===== config.mk =====
export PLATFORM = sky130hd
export DESIGN_NAME = dffc_core
export DESIGN_NICKNAME = d
export VERILOG_FILES = /design/src/shared/dffc_pkg.sv /design/src/core/dffc_sync.sv /design/src/core/dffc_core.sv
export VERILOG_INCLUDE_DIRS = /design/src /design/src/shared
export SDC_FILE = /design/constraint.sdc
export NUM_CORES = 1
export LEC_CHECK = 0
export BUFFER_PORTS_ARGS = -buffer_cell sky130_fd_sc_hd__clkbuf_2
export CAP_MARGIN = 20
export CORE_AREA = 2 2 39 41
export CTS_BUF_LIST = sky130_fd_sc_hd__clkbuf_4 sky130_fd_sc_hd__clkbuf_8
export CTS_CLUSTER_DIAMETER = 60
export CTS_CLUSTER_SIZE = 28
export DETAILED_ROUTE_END_ITERATION = 8
export DIE_AREA = 0 0 41 43
export GPL_ROUTABILITY_DRIVEN = 0
export PLACE_DENSITY = 0.65
export SETUP_SLACK_MARGIN = 0.15
export SLEW_MARGIN = 25
export SYNTH_ARGS = -nofsm -noshare
export SYNTH_HDL_FRONTEND = slang
export SYNTH_SLANG_ARGS = --single-unit

===== constraint.sdc =====
create_clock -name mclk -period 1.6 [get_ports mclk]
set_clock_uncertainty 0.2 [all_clocks]
set_input_delay 0.08 -clock mclk [delete_from_list [all_inputs] [get_ports mclk]]
set_output_delay 0.08 -clock mclk [all_outputs]
set_load 0.1 [all_outputs]

===== src/shared/dffc_map.svh =====
// constants for the differential d flip-flop block
//
// Operation
// - each rising differential clock edge copies the data level onto the outputs
// - a swapped clock pair makes capture follow the falling edge of the original
// - an open or low-railed data pair captures as a differential low
// - an open or low-railed clock pair captures nothing; outputs hold their state
// - true output carries the stored bit, complement output always its inverse
// - data level is set by the difference of true and inverting inputs
// - outputs fed back crosswise to data make a divide-by-two toggle
`ifndef DFFC_MAP_SVH
`define DFFC_MAP_SVH

// ----------------------------------------
// synchroniser and reset values
// ----------------------------------------
`define DFFC_SYNC_STAGES 2
`define DFFC_PIN_COUNT 4
`define DFFC_Q_RST 1'b0
`define DFFC_VALID_RST 1'b0

// ----------------------------------------
// pin positions inside the synchronised word
// ----------------------------------------
`define DFFC_PIN_D_P 3
`define DFFC_PIN_D_N 2
`define DFFC_PIN_C_P 1
`define DFFC_PIN_C_N 0

`endif


===== src/shared/dffc_pkg.sv =====
// types for the differential d flip-flop block
`default_nettype none

package dffc_pkg;

  // ----------------------------------------
  // differential pair
  // ----------------------------------------
  typedef struct packed {
    logic p;
    logic n;
  } dffc_pair_t;

  // ----------------------------------------
  // decoded clock pair state, gray along open, low, high
  // ----------------------------------------
  typedef enum logic [1:0] {
    DFFC_CK_OPEN = 2'h0,
    DFFC_CK_LOW = 2'h1,
    DFFC_CK_HIGH = 2'h3,
    DFFC_CK_BAD = 2'h2
  } dffc_ck_t;

endpackage

`default_nettype wire


===== src/core/dffc_sync.sv =====
// two-stage synchroniser for the pin inputs
`timescale 1ns/1ps
`default_nettype none

module dffc_sync #(
  parameter int WIDTH = 4,
  parameter int STAGES = 2
) (
  input wire logic mclk,
  input wire logic rst,
  input wire logic [WIDTH-1:0] pin,
  output logic [WIDTH-1:0] sync
);

  // ----------------------------------------
  // elaboration checks
  // ----------------------------------------
  if (WIDTH < 1) begin : g_bad_width
    $error("dffc_sync: width must be at least one");
  end
  if (STAGES != 2) begin : g_bad_stages
    $error("dffc_sync: exactly two stages are supported");
  end

  // ----------------------------------------
  // stages
  // ----------------------------------------
  logic [WIDTH-1:0] meta;
  logic [WIDTH-1:0] next_meta;
  logic [WIDTH-1:0] next_sync;

  always_comb begin
    next_meta = rst ? '0 : pin;
    next_sync = rst ? '0 : meta;
  end

  always_ff @(posedge mclk) begin
    meta <= next_meta;
    sync <= next_sync;
  end

endmodule

`default_nettype wire


===== src/core/dffc_core.sv =====
// differential d flip-flop core
`timescale 1ns/1ps
`default_nettype none
`include "dffc_map.svh"

module dffc_core
  import dffc_pkg::*;
(
  input wire logic mclk,
  input wire logic rst,
  input wire dffc_pair_t data_pin,
  input wire dffc_pair_t clk_pin,
  output dffc_pair_t q_pair,
  output logic q_valid,
  output logic capture
);

  // ----------------------------------------
  // decode functions
  // ----------------------------------------
  function automatic dffc_ck_t ck_decode(input dffc_pair_t pr);
    dffc_ck_t st;
    st = DFFC_CK_BAD;
    unique case ({pr.p, pr.n})
      2'b00: st = DFFC_CK_OPEN;
      2'b01: st = DFFC_CK_LOW;
      2'b10: st = DFFC_CK_HIGH;
      2'b11: st = DFFC_CK_BAD;
    endcase
    return st;
  endfunction

  // open, railed low or both high all read as low
  function automatic logic data_level(input dffc_pair_t pr);
    return pr.p & ~pr.n;
  endfunction

  // ----------------------------------------
  // pin synchroniser
  // ----------------------------------------
  logic [`DFFC_PIN_COUNT-1:0] pin_raw;
  logic [`DFFC_PIN_COUNT-1:0] pin_sync;
  dffc_pair_t d_s;
  dffc_pair_t c_s;

  assign pin_raw = {data_pin.p, data_pin.n, clk_pin.p, clk_pin.n};

  dffc_sync #(
    .WIDTH(`DFFC_PIN_COUNT),
    .STAGES(`DFFC_SYNC_STAGES)
  ) u_sync (
    .mclk(mclk),
    .rst(rst),
    .pin(pin_raw),
    .sync(pin_sync)
  );

  assign d_s.p = pin_sync[`DFFC_PIN_D_P];
  assign d_s.n = pin_sync[`DFFC_PIN_D_N];
  assign c_s.p = pin_sync[`DFFC_PIN_C_P];
  assign c_s.n = pin_sync[`DFFC_PIN_C_N];

  // ----------------------------------------
  // clock pair tracking and edge detect
  // ----------------------------------------
  dffc_ck_t ck_state;
  dffc_ck_t next_ck_state;
  logic rise;
  logic d_lvl;

  always_comb begin
    next_ck_state = rst ? DFFC_CK_OPEN : ck_decode(c_s);
    // edge only from a driven low to a driven high; both pins must flip in the same sampled cycle
    rise = !rst && (ck_state == DFFC_CK_LOW) && (next_ck_state == DFFC_CK_HIGH);
    d_lvl = data_level(d_s);
  end

  always_ff @(posedge mclk) begin
    ck_state <= next_ck_state;
  end

  // ----------------------------------------
  // stored bit and outputs
  // ----------------------------------------
  logic q;
  logic q_inv;
  logic next_q;
  logic next_q_inv;
  logic next_valid;
  logic next_capture;

  always_comb begin
    next_q = q;
    next_valid = q_valid;
    next_capture = 1'b0;
    if (rst) begin
      next_q = `DFFC_Q_RST;
      next_valid = `DFFC_VALID_RST;
    end else if (rise) begin
      next_q = d_lvl;
      next_valid = 1'b1;
      next_capture = 1'b1;
    end
    // open clock never produces rise, so the bit holds
    next_q_inv = ~next_q;
  end

  always_ff @(posedge mclk) begin
    q <= next_q;
    q_inv <= next_q_inv;
    q_valid <= next_valid;
    capture <= next_capture;
  end

  assign q_pair.p = q;
  assign q_pair.n = q_inv;
endmodule

`default_nettype wire


Yosys cells after proc, flatten, opt, wreduce, memory -nomap -nowiden
Cells that the tools add are included.
{ "totals": {"reg_bits": 14, "latchBits": 0, "mem_bits_rw": 0, "mem_bits_ro": 0, "inputBits": 6, "output_inout_bits": 4, "elab_cells": 24, "memories": 0} }
{ "op_classes": {"add_sub_neg": 0, "mul": 0, "div": 0, "order_cmp": 0, "n_eq_ne": 5, "n_shift": 0, "muxes": 5, "bitwise_logic": 3, "n_reduce_logical": 4} }
{ "op_table": {"columns": ["op", "n"], "rows": [
  ["2-bit case mux with 4 select lines", 1],
  ["2-bit == test (second input constant)", 3],
  ["2-bit by 1-bit == test with 1-bit output (second input constant)", 2],
  ["1-bit 2-to-1 mux", 3],
  ["1-bit logical AND", 2],
  ["2-bit logical NOT", 1],
  ["2-bit 2-to-1 mux", 1],
  ["1-bit NOT", 2],
  ["1-bit AND", 1],
  ["1-bit logical NOT", 1]
]} }

Logic depth before layout (Yosys ltp)
Gate-level depths: netlist (run 1).
{ "logic_depth": {"word_depth": 8, "mapped_depth": 5, "depth_no_buf": 5} }

Modules after synthesis
Synthesis (run 1) repeated with hierarchy kept, for this count alone.
{ "unflattened": {"cells_unflattened": 39, "area_unflattened_um2": 505.5} }
{ "by_module_without_submodules": {"columns": ["module", "instances", "cells_each", "area_per_inst_um2", "seq_area_each_um2"], "rows": [
  ["dffc_core", 1, 23, 295.3, 120.1],
  ["dffc_sync", 1, 16, 210.2, 160.2]
]} }

Worst setup path after synthesis (run 1)
No wires, ideal clock.
{ "synth_path": {"kind": "flip-flop to flip-flop", "startpoint": "register u_sync.sync[0]", "endpoint": "register q", "setup_ns": 0.121, "arrival_time_ns": 1.242, "t_required_ns": 1.279, "slack_ns": 0.037, "stages_incl_launch_ff": 6, "path_buffers": 0, "period_less_slack_ns": 1.563, "path_cell_list": "dfxtp_1 > inv_1 > ha_1 > and4bb_1 > nand2_2 > mux2_4"} }
{ "synth_between": {"elab_chain_cells": 7, "word_cells_on_any_way": 10, "classes_between": "eq/ne (4); mux (4); reduce/logical (2)"} }
{ "synth_lines": {"columns": ["element", "line_no", "rtl"], "rows": [
  ["from (decl)", "dffc_sync.sv:12", "output logic [WIDTH-1:0] sync"],
  ["from (signal assigned)", "dffc_sync.sv:39", "sync <= next_sync;"],
  ["2-bit == test, or another cell as far along", "dffc_core.sv:24", "unique case ({pr.p, pr.n})"],
  ["2-bit case mux with 4 select lines *", "dffc_core.sv:24", null],
  ["2-bit 2-to-1 mux *", "dffc_core.sv:72", "next_ck_state = rst ? DFFC_CK_OPEN : ck_decode(c_s);"],
  ["2-bit == test *", "dffc_core.sv:74", "rise = !rst && (ck_state == DFFC_CK_LOW) && (next_ck_state == DFFC_CK_HIGH);"],
  ["1-bit logical AND *", "dffc_core.sv:74", null],
  ["1-bit 2-to-1 mux *", "dffc_core.sv:99", "end else if (rise) begin"],
  ["1-bit 2-to-1 mux *", "dffc_core.sv:96", "if (rst) begin"],
  ["named net next_q", "dffc_core.sv:87", "logic next_q;"],
  ["to (signal assigned)", "dffc_core.sv:109", "q <= next_q;"],
  ["to (decl)", "dffc_core.sv:85", "logic q;"]
]} }
The timed path passes the listed nets; every way through them passes the cells marked *.
A chain may end at the register's enable or synchronous reset.

Worst setup path in the final report (run 1)
Same ends and word-level chain as after synthesis.

==> out/summary.txt, run 1 <==
status: completed
Routed wire per std cell: 10.35 µm
Min-Delay Startpoint: rst
crit-path max cell delay: 0.34 ns
Leakage: 0.3460 nW
Area growth, synth to finish: 48.47%
Reg area: 282.8 µm²
Slew Viols, Final: 0
top cell type by total area after synthesis: dfxtp_1
RSZ-0062 raised after global routing: yes
Core Area: 0.001384 mm²
Worst R2R Path Depth: 5
pin count of the biggest net entering global routing: 9
synthesized flop and latch total: 14
cell family with most CP delay: flip-flops
r2r setup slk: 0.04 ns
Vias/cell: 4.159
Max-slew headroom: 0.6426
Final Cycle Share: 0.9722
Syn Inst Count: 42
CP max-delay cell: dfxtp_2
die span in y: 43 µm
GRT Overall Usage: 0.1335
CP Launch Type: register
die area: 0.001763 mm²
# rows: 14
Min-Delay Endpoint: u_sync.meta[0]
reg2reg end: q
Fin. Hold Viols: 0
maximum vdd drop: 477.0 µV
Seq/Total Area, Yosys: 0.5714
diode count: 0
Worst Tran Pin Value: 0.5385 ns
Reg-to-Reg Start: u_sync.sync[0]
CTS buffer count: 3
Port Buffer Count: 9
first-pass GRT wire length: 1442 µm
DP Worst Slack: 0.02291 ns
pwr/cell area: 908.2 mW/mm²
CP arrival: 1.52 ns
TritonCTS clock tree: built
share of layout cells above drive strength 1: 0.4848
vias in the first global route: 349
Die W: 41 µm
Via Count: 341
Unique masters post-synth: 14
hold slack final: 0.08713 ns
final WL: 849 µm
total grt overflow: 0
Final Power: 0.6614 mW
Initial DRT Pass Iterations: 2
CTS root buf: clkbuf_4
Final ANT Viol Nets: 0
Clk Latency, worst-skew pair: 0.27 ns
post-synth top area share: 0.5714
Max Cap Violations: 0
# DRC: 0
crit-path max FO: 2
Avg Cell Area, Syn: 11.68 µm²
Setup-failing EPs final: 0
DR iter-0 viols: 4
Multi-input gate area: 207.7 µm²
CTS Sinks: 14
Reg clk slew, reported paths: 0.08 ns
hold path depth: 3
I/O pin cnt: 10
Synthesized Nets: 51
maximum buffer depth of the clock tree: 2
top post-synthesis cells by area: dfxtp_1 (57%), nor2b_1 (13%), ha_1 (7.7%)
Min-Delay Path Class: primary input to register
yosys warns: 0
dpl hpwl: 473.3 µm
DP Area: 553.0 µm²
Design Area, Final: 728.2 µm²
setup ws final: 0.04454 ns
fmax: 642.9 MHz
kind of critical path: register to register
Post-Syn Area: 490.5 µm²
final-stage net count: 76
initial antenna violation count: 0
htree depth: 1
CP Cell Sequence: inv_2 > ha_4 > and4bb_1 > nand2_2 > mux2_4
Fillers: 129
endpoint class of the critical path: register
Critical Path RT: 1.57 ns
Initial Util: 0.3544
CP bufs+invs: 1
min Tclk post-route: 1.555 ns
## through the flow
step,util,std cells,TNS (ns)
3_5_place_dp,0.3996,66,0
3_3_place_gp,0.3996,66,0
4_1_cts,0.5199,82,0
2_1_floorplan,-,42,0
5_1_grt,0.5262,82,-0.01417
6_report,0.5262,82,0
## worst max path at each step
| stage | startpoint | to | slack [ns] | cells after the start |
|---|---|---|---|---|
| detailed placement | u_sync.sync[0] | q | 0.02 | 5 |
| CTS | u_sync.sync[1] | q | 0.07 | 5 |
| finish | u_sync.sync[0] | q | 0.04 | 5 |
| global route | u_sync.sync[1] | q | -0.01 | 5 |
| floorplan | u_sync.sync[1] | q | 0.07 | 5 |
| global placement | u_sync.sync[0] | q | 0.04 | 5 |
## routing by layer
layer,global-route usage,vias up,wire length [µm]
li1,-,175,-
met1,0.1250,159,321
met2,0.2188,7,500
met3,0.04712,0,26
met4,0.1000,0,0
met5,0,-,0
## logic make-up (layout without fill, tap and decap cells)
| family | after synthesis | after routing | share of synthesized area |
|---|---|---|---|
| and+or+nand+nor | 15 | 15 | 0.2092 |
| DFF | 14 | 14 | 0.5714 |
| buffers and inverters | 6 | 30 | 0.06121 |
| adders and majority gates | 3 | 3 | 0.07654 |
| AOI/OAI and AO/OA | 2 | 2 | 0.03060 |
| muxes | 2 | 2 | 0.05101 |
## cells in the mapped netlist
library cell  instances
nor2b_1              10
inv_1                 3
and2b_2               2
nor2_1                1
nand2_2               1
mux2i_1               1
ha_1                  3
clkbuf_1              1
buf_4                 2
o21ba_2               1
dfxtp_1              14
and4bb_1              1
mux2_4                1
a21oi_1               1
## worst reg2reg max path: stages (launching register included)
cell and delay [ns]:
dfxtp_2 0.34, inv_2 0.05, ha_4 0.26, and4bb_1 0.24
nand2_2 0.08, mux2_4 0.29
## flip-flops by register name, summed over array words and instances (netlist names)
signal and count:
q_inv 1, q_valid 1, u_sync.sync 4, ck_state 2
q 1, capture 1, u_sync.meta 4
## layout make-up
cell class,count,share of cell area
clock buffers,4,0.04983
inverters,3,0.01546
multi-input cells,22,0.2852
flip-flops and latches,14,0.3883
well taps,16,0.02749
repair buffers,23,0.2337
## repair_timing
| action | in CTS | in global routing |
|---|---|---|
| hold buffers | 8 | 0 |
| pin swaps | 3 | 2 |
| endpoints found under the setup margin | 2 | 5 |
| setup buffers | 4 | 0 |
| hold endpoints to repair | 11 | 0 |
| gates resized for setup | 5 | 3 |
## report_power, final
group          leakage (nW)  total, mW  internal (mW)  switching (mW)
Combinational         0.209     0.0520         0.0346          0.0174
Sequential            0.115      0.363          0.359         0.00356
Clock                0.0210      0.246          0.138           0.108
## placed cells by master, fill, tap and decap left out, types with 2 or more instances in the layout
master         instances
dlygate4sd3_1          8
buf_4                  6
dfxtp_2                2
and2b_2                2
clkbuf_4               3
inv_2                  2
nor2b_1               10
dfxtp_1               12
ha_2                   2
clkbuf_2               9
Note: power is estimated with default switching activity, not from simulation.
==> run 2, diff against run 1 <==
--- a/config.mk
+++ b/config.mk
@@ -15,7 +15,7 @@
 export DETAILED_ROUTE_END_ITERATION = 8
 export DIE_AREA = 0 0 41 43
 export GPL_ROUTABILITY_DRIVEN = 0
-export PLACE_DENSITY = 0.65
+export PLACE_DENSITY = 0.63
 export SETUP_SLACK_MARGIN = 0.15
 export SLEW_MARGIN = 25
 export SYNTH_ARGS = -nofsm -noshare
==> out/summary.txt, run 2 (synthesis gave the netlist of run 1 again) <==
status: completed
cell family with most CP delay: flip-flops
Final ANT Viol Nets: 0 (unchanged)
Fillers: 129 (unchanged)
fmax: 651.4 MHz (+1.3%)
Die W: 41 µm (unchanged)
die area: 0.001763 mm² (unchanged)
I/O pin cnt: 10 (unchanged)
Core Area: 0.001384 mm² (unchanged)
vias in the first global route: 314 (-10%)
kind of critical path: register to register
Slew Viols, Final: 0 (unchanged)
Worst Tran Pin Value: 0.5380 ns (-0.0004154 ns)
CP arrival: 1.50 ns (-0.02 ns)
dpl hpwl: 398.8 µm (-16%)
first-pass GRT wire length: 1193 µm (-17%)
min Tclk post-route: 1.535 ns (-0.02034 ns)
# DRC: 0 (unchanged)
Min-Delay Path Class: primary input to register
maximum buffer depth of the clock tree: 2 (unchanged)
die span in y: 43 µm (unchanged)
RSZ-0062 raised after global routing: yes
commonest non-fill, non-tap cell in the layout: dfxtp_1
initial antenna violation count: 0 (unchanged)
CP max-delay cell: dfxtp_2
Area growth, synth to finish: 48.21%
DP Area: 545.5 µm² (-1.4%)
Port Buffer Count: 9 (unchanged)
CTS root buf: clkbuf_4
Routed wire per std cell: 9.000 µm (-13%)
TritonCTS clock tree: built
share of layout cells above drive strength 1: 0.4615 (-0.02331)
Vias/cell: 4.222 (+1.5%)
Initial Util: 0.3544 (unchanged)
Clk Latency, worst-skew pair: 0.27 ns (about the same)
Setup-failing EPs final: 0 (unchanged)
crit-path max FO: 2 (unchanged)
GRT Overall Usage: 0.1053 (-0.02820)
Via Count: 342 (+0.29%)
endpoint class of the critical path: register
final WL: 729 µm (-14%)
pwr/cell area: 827.1 mW/mm² (-8.9%)
Critical Path RT: 1.56 ns (about the same)
final-stage net count: 76 (unchanged)
CP Cell Sequence: inv_2 > ha_4 > and4bb_1 > nand2_2 > mux2_4
maximum vdd drop: 519.4 µV (+8.9%)
Leakage: 0.3380 nW (-2.3%)
Max-slew headroom: 0.6428 (about the same)
Setup TNS: 0 ns (unchanged)
CTS Sinks: 14 (unchanged)
# rows: 14 (unchanged)
CTS buffer count: 3 (unchanged)
diode count: 0 (unchanged)
pin count of the biggest net entering global routing: 8 (-1)
most frequent cells in the layout: dfxtp_1 (12), nor2b_1 (10), dlygate4sd3_1 (9), clkbuf_2 (9), buf_4 (5)
Final Cycle Share: 0.9594 (-0.01271)
CP bufs+invs: 1 (unchanged)
Max Cap Violations: 0 (unchanged)
CP Launch Type: register
Design Area, Final: 726.9 µm² (-0.17%)
Largest regs: u_sync.meta: 4 flops, u_sync.sync: 4 flops, ck_state: 2 flops
crit-path max cell delay: 0.34 ns (about the same)
total grt overflow: 0 (unchanged)
Initial DRT Pass Iterations: 2 (unchanged)
DR iter-0 viols: 2 (-2)
Fin. Hold Viols: 0 (unchanged)
hold slack final: 0.08884 ns (+0.001704 ns)
Reg clk slew, reported paths: 0.07 ns (about the same)
htree depth: 1 (unchanged)
[run 2: cell types whose count changed in the layout (fill, tap and decap cells not counted), sizes merged]
cell	previous run	this run
buf	6	5
clkbuf	13	12
dlygate4sd3	8	9
[run 2: area by class of cell]
cell class | count | area, µm² | share of cell area
tap | 16 | 20.02 | 0.02754
timing repair buffer | 23 | 172.7 | 0.2375
sequential | 14 | 282.8 | 0.3890
inverter | 3 | 11.26 | 0.01549
multi-input combinational | 22 | 217.7 | 0.2995
clock buffer | 3 | 22.52 | 0.03098
[run 2: timing repair]
action	4_1_cts	5_1_grt
hold buffers	9	0
buffers inserted	3	1
endpoints found under the setup margin	2	4
gates resized for setup	5	4
endpoints found under the hold margin	11	0
pin swaps	3	4
[run 2: tightest hold or removal path: stages]
cell,delay [ns]
clkbuf_2,0.13
and2b_2,0.23
mux2i_1,0.06
[run 2: worst paths after layout]
path,from,endpoint,slack [ns],depth (start not counted)
hold reg to reg,u_sync.meta[3],u_sync.sync[3],0.24,1
hold / removal,rst,q_inv,0.09,3
setup / recovery,u_sync.sync[0],q,0.06,5
setup reg to reg,u_sync.sync[0],q,0.06,5
[run 2: power by group]
part           internal, mW  leakage [nW]  switching (mW)
Sequential            0.359         0.115         0.00268
Clock                0.0871        0.0138           0.100
Combinational        0.0348         0.209          0.0172
[run 2: stage by stage]
stage | power, mW | worst slack [ns] | utilization | instances
finish | 0.6013 | 0.06488 | 0.5253 | 81
detailed placement | 0.3955 | 0.02908 | 0.3942 | 65
global route | 0.6330 | 0.005060 | 0.5253 | 81
floorplan | 0.3866 | 0.07069 | - | 42
global placement | 0.3946 | 0.04122 | 0.3942 | 65
CTS | 0.6051 | 0.06476 | 0.5063 | 80
[run 2: metal layers]
metal / vias to the layer above / GRT usage / wire (µm)
met1: 152 / 0.1155 / 276
li1: 176 / - / -
met4: 0 / 0.06000 / 13
met5: - / 0 / 0
met2: 12 / 0.1594 / 392
met3: 2 / 0.04712 / 46
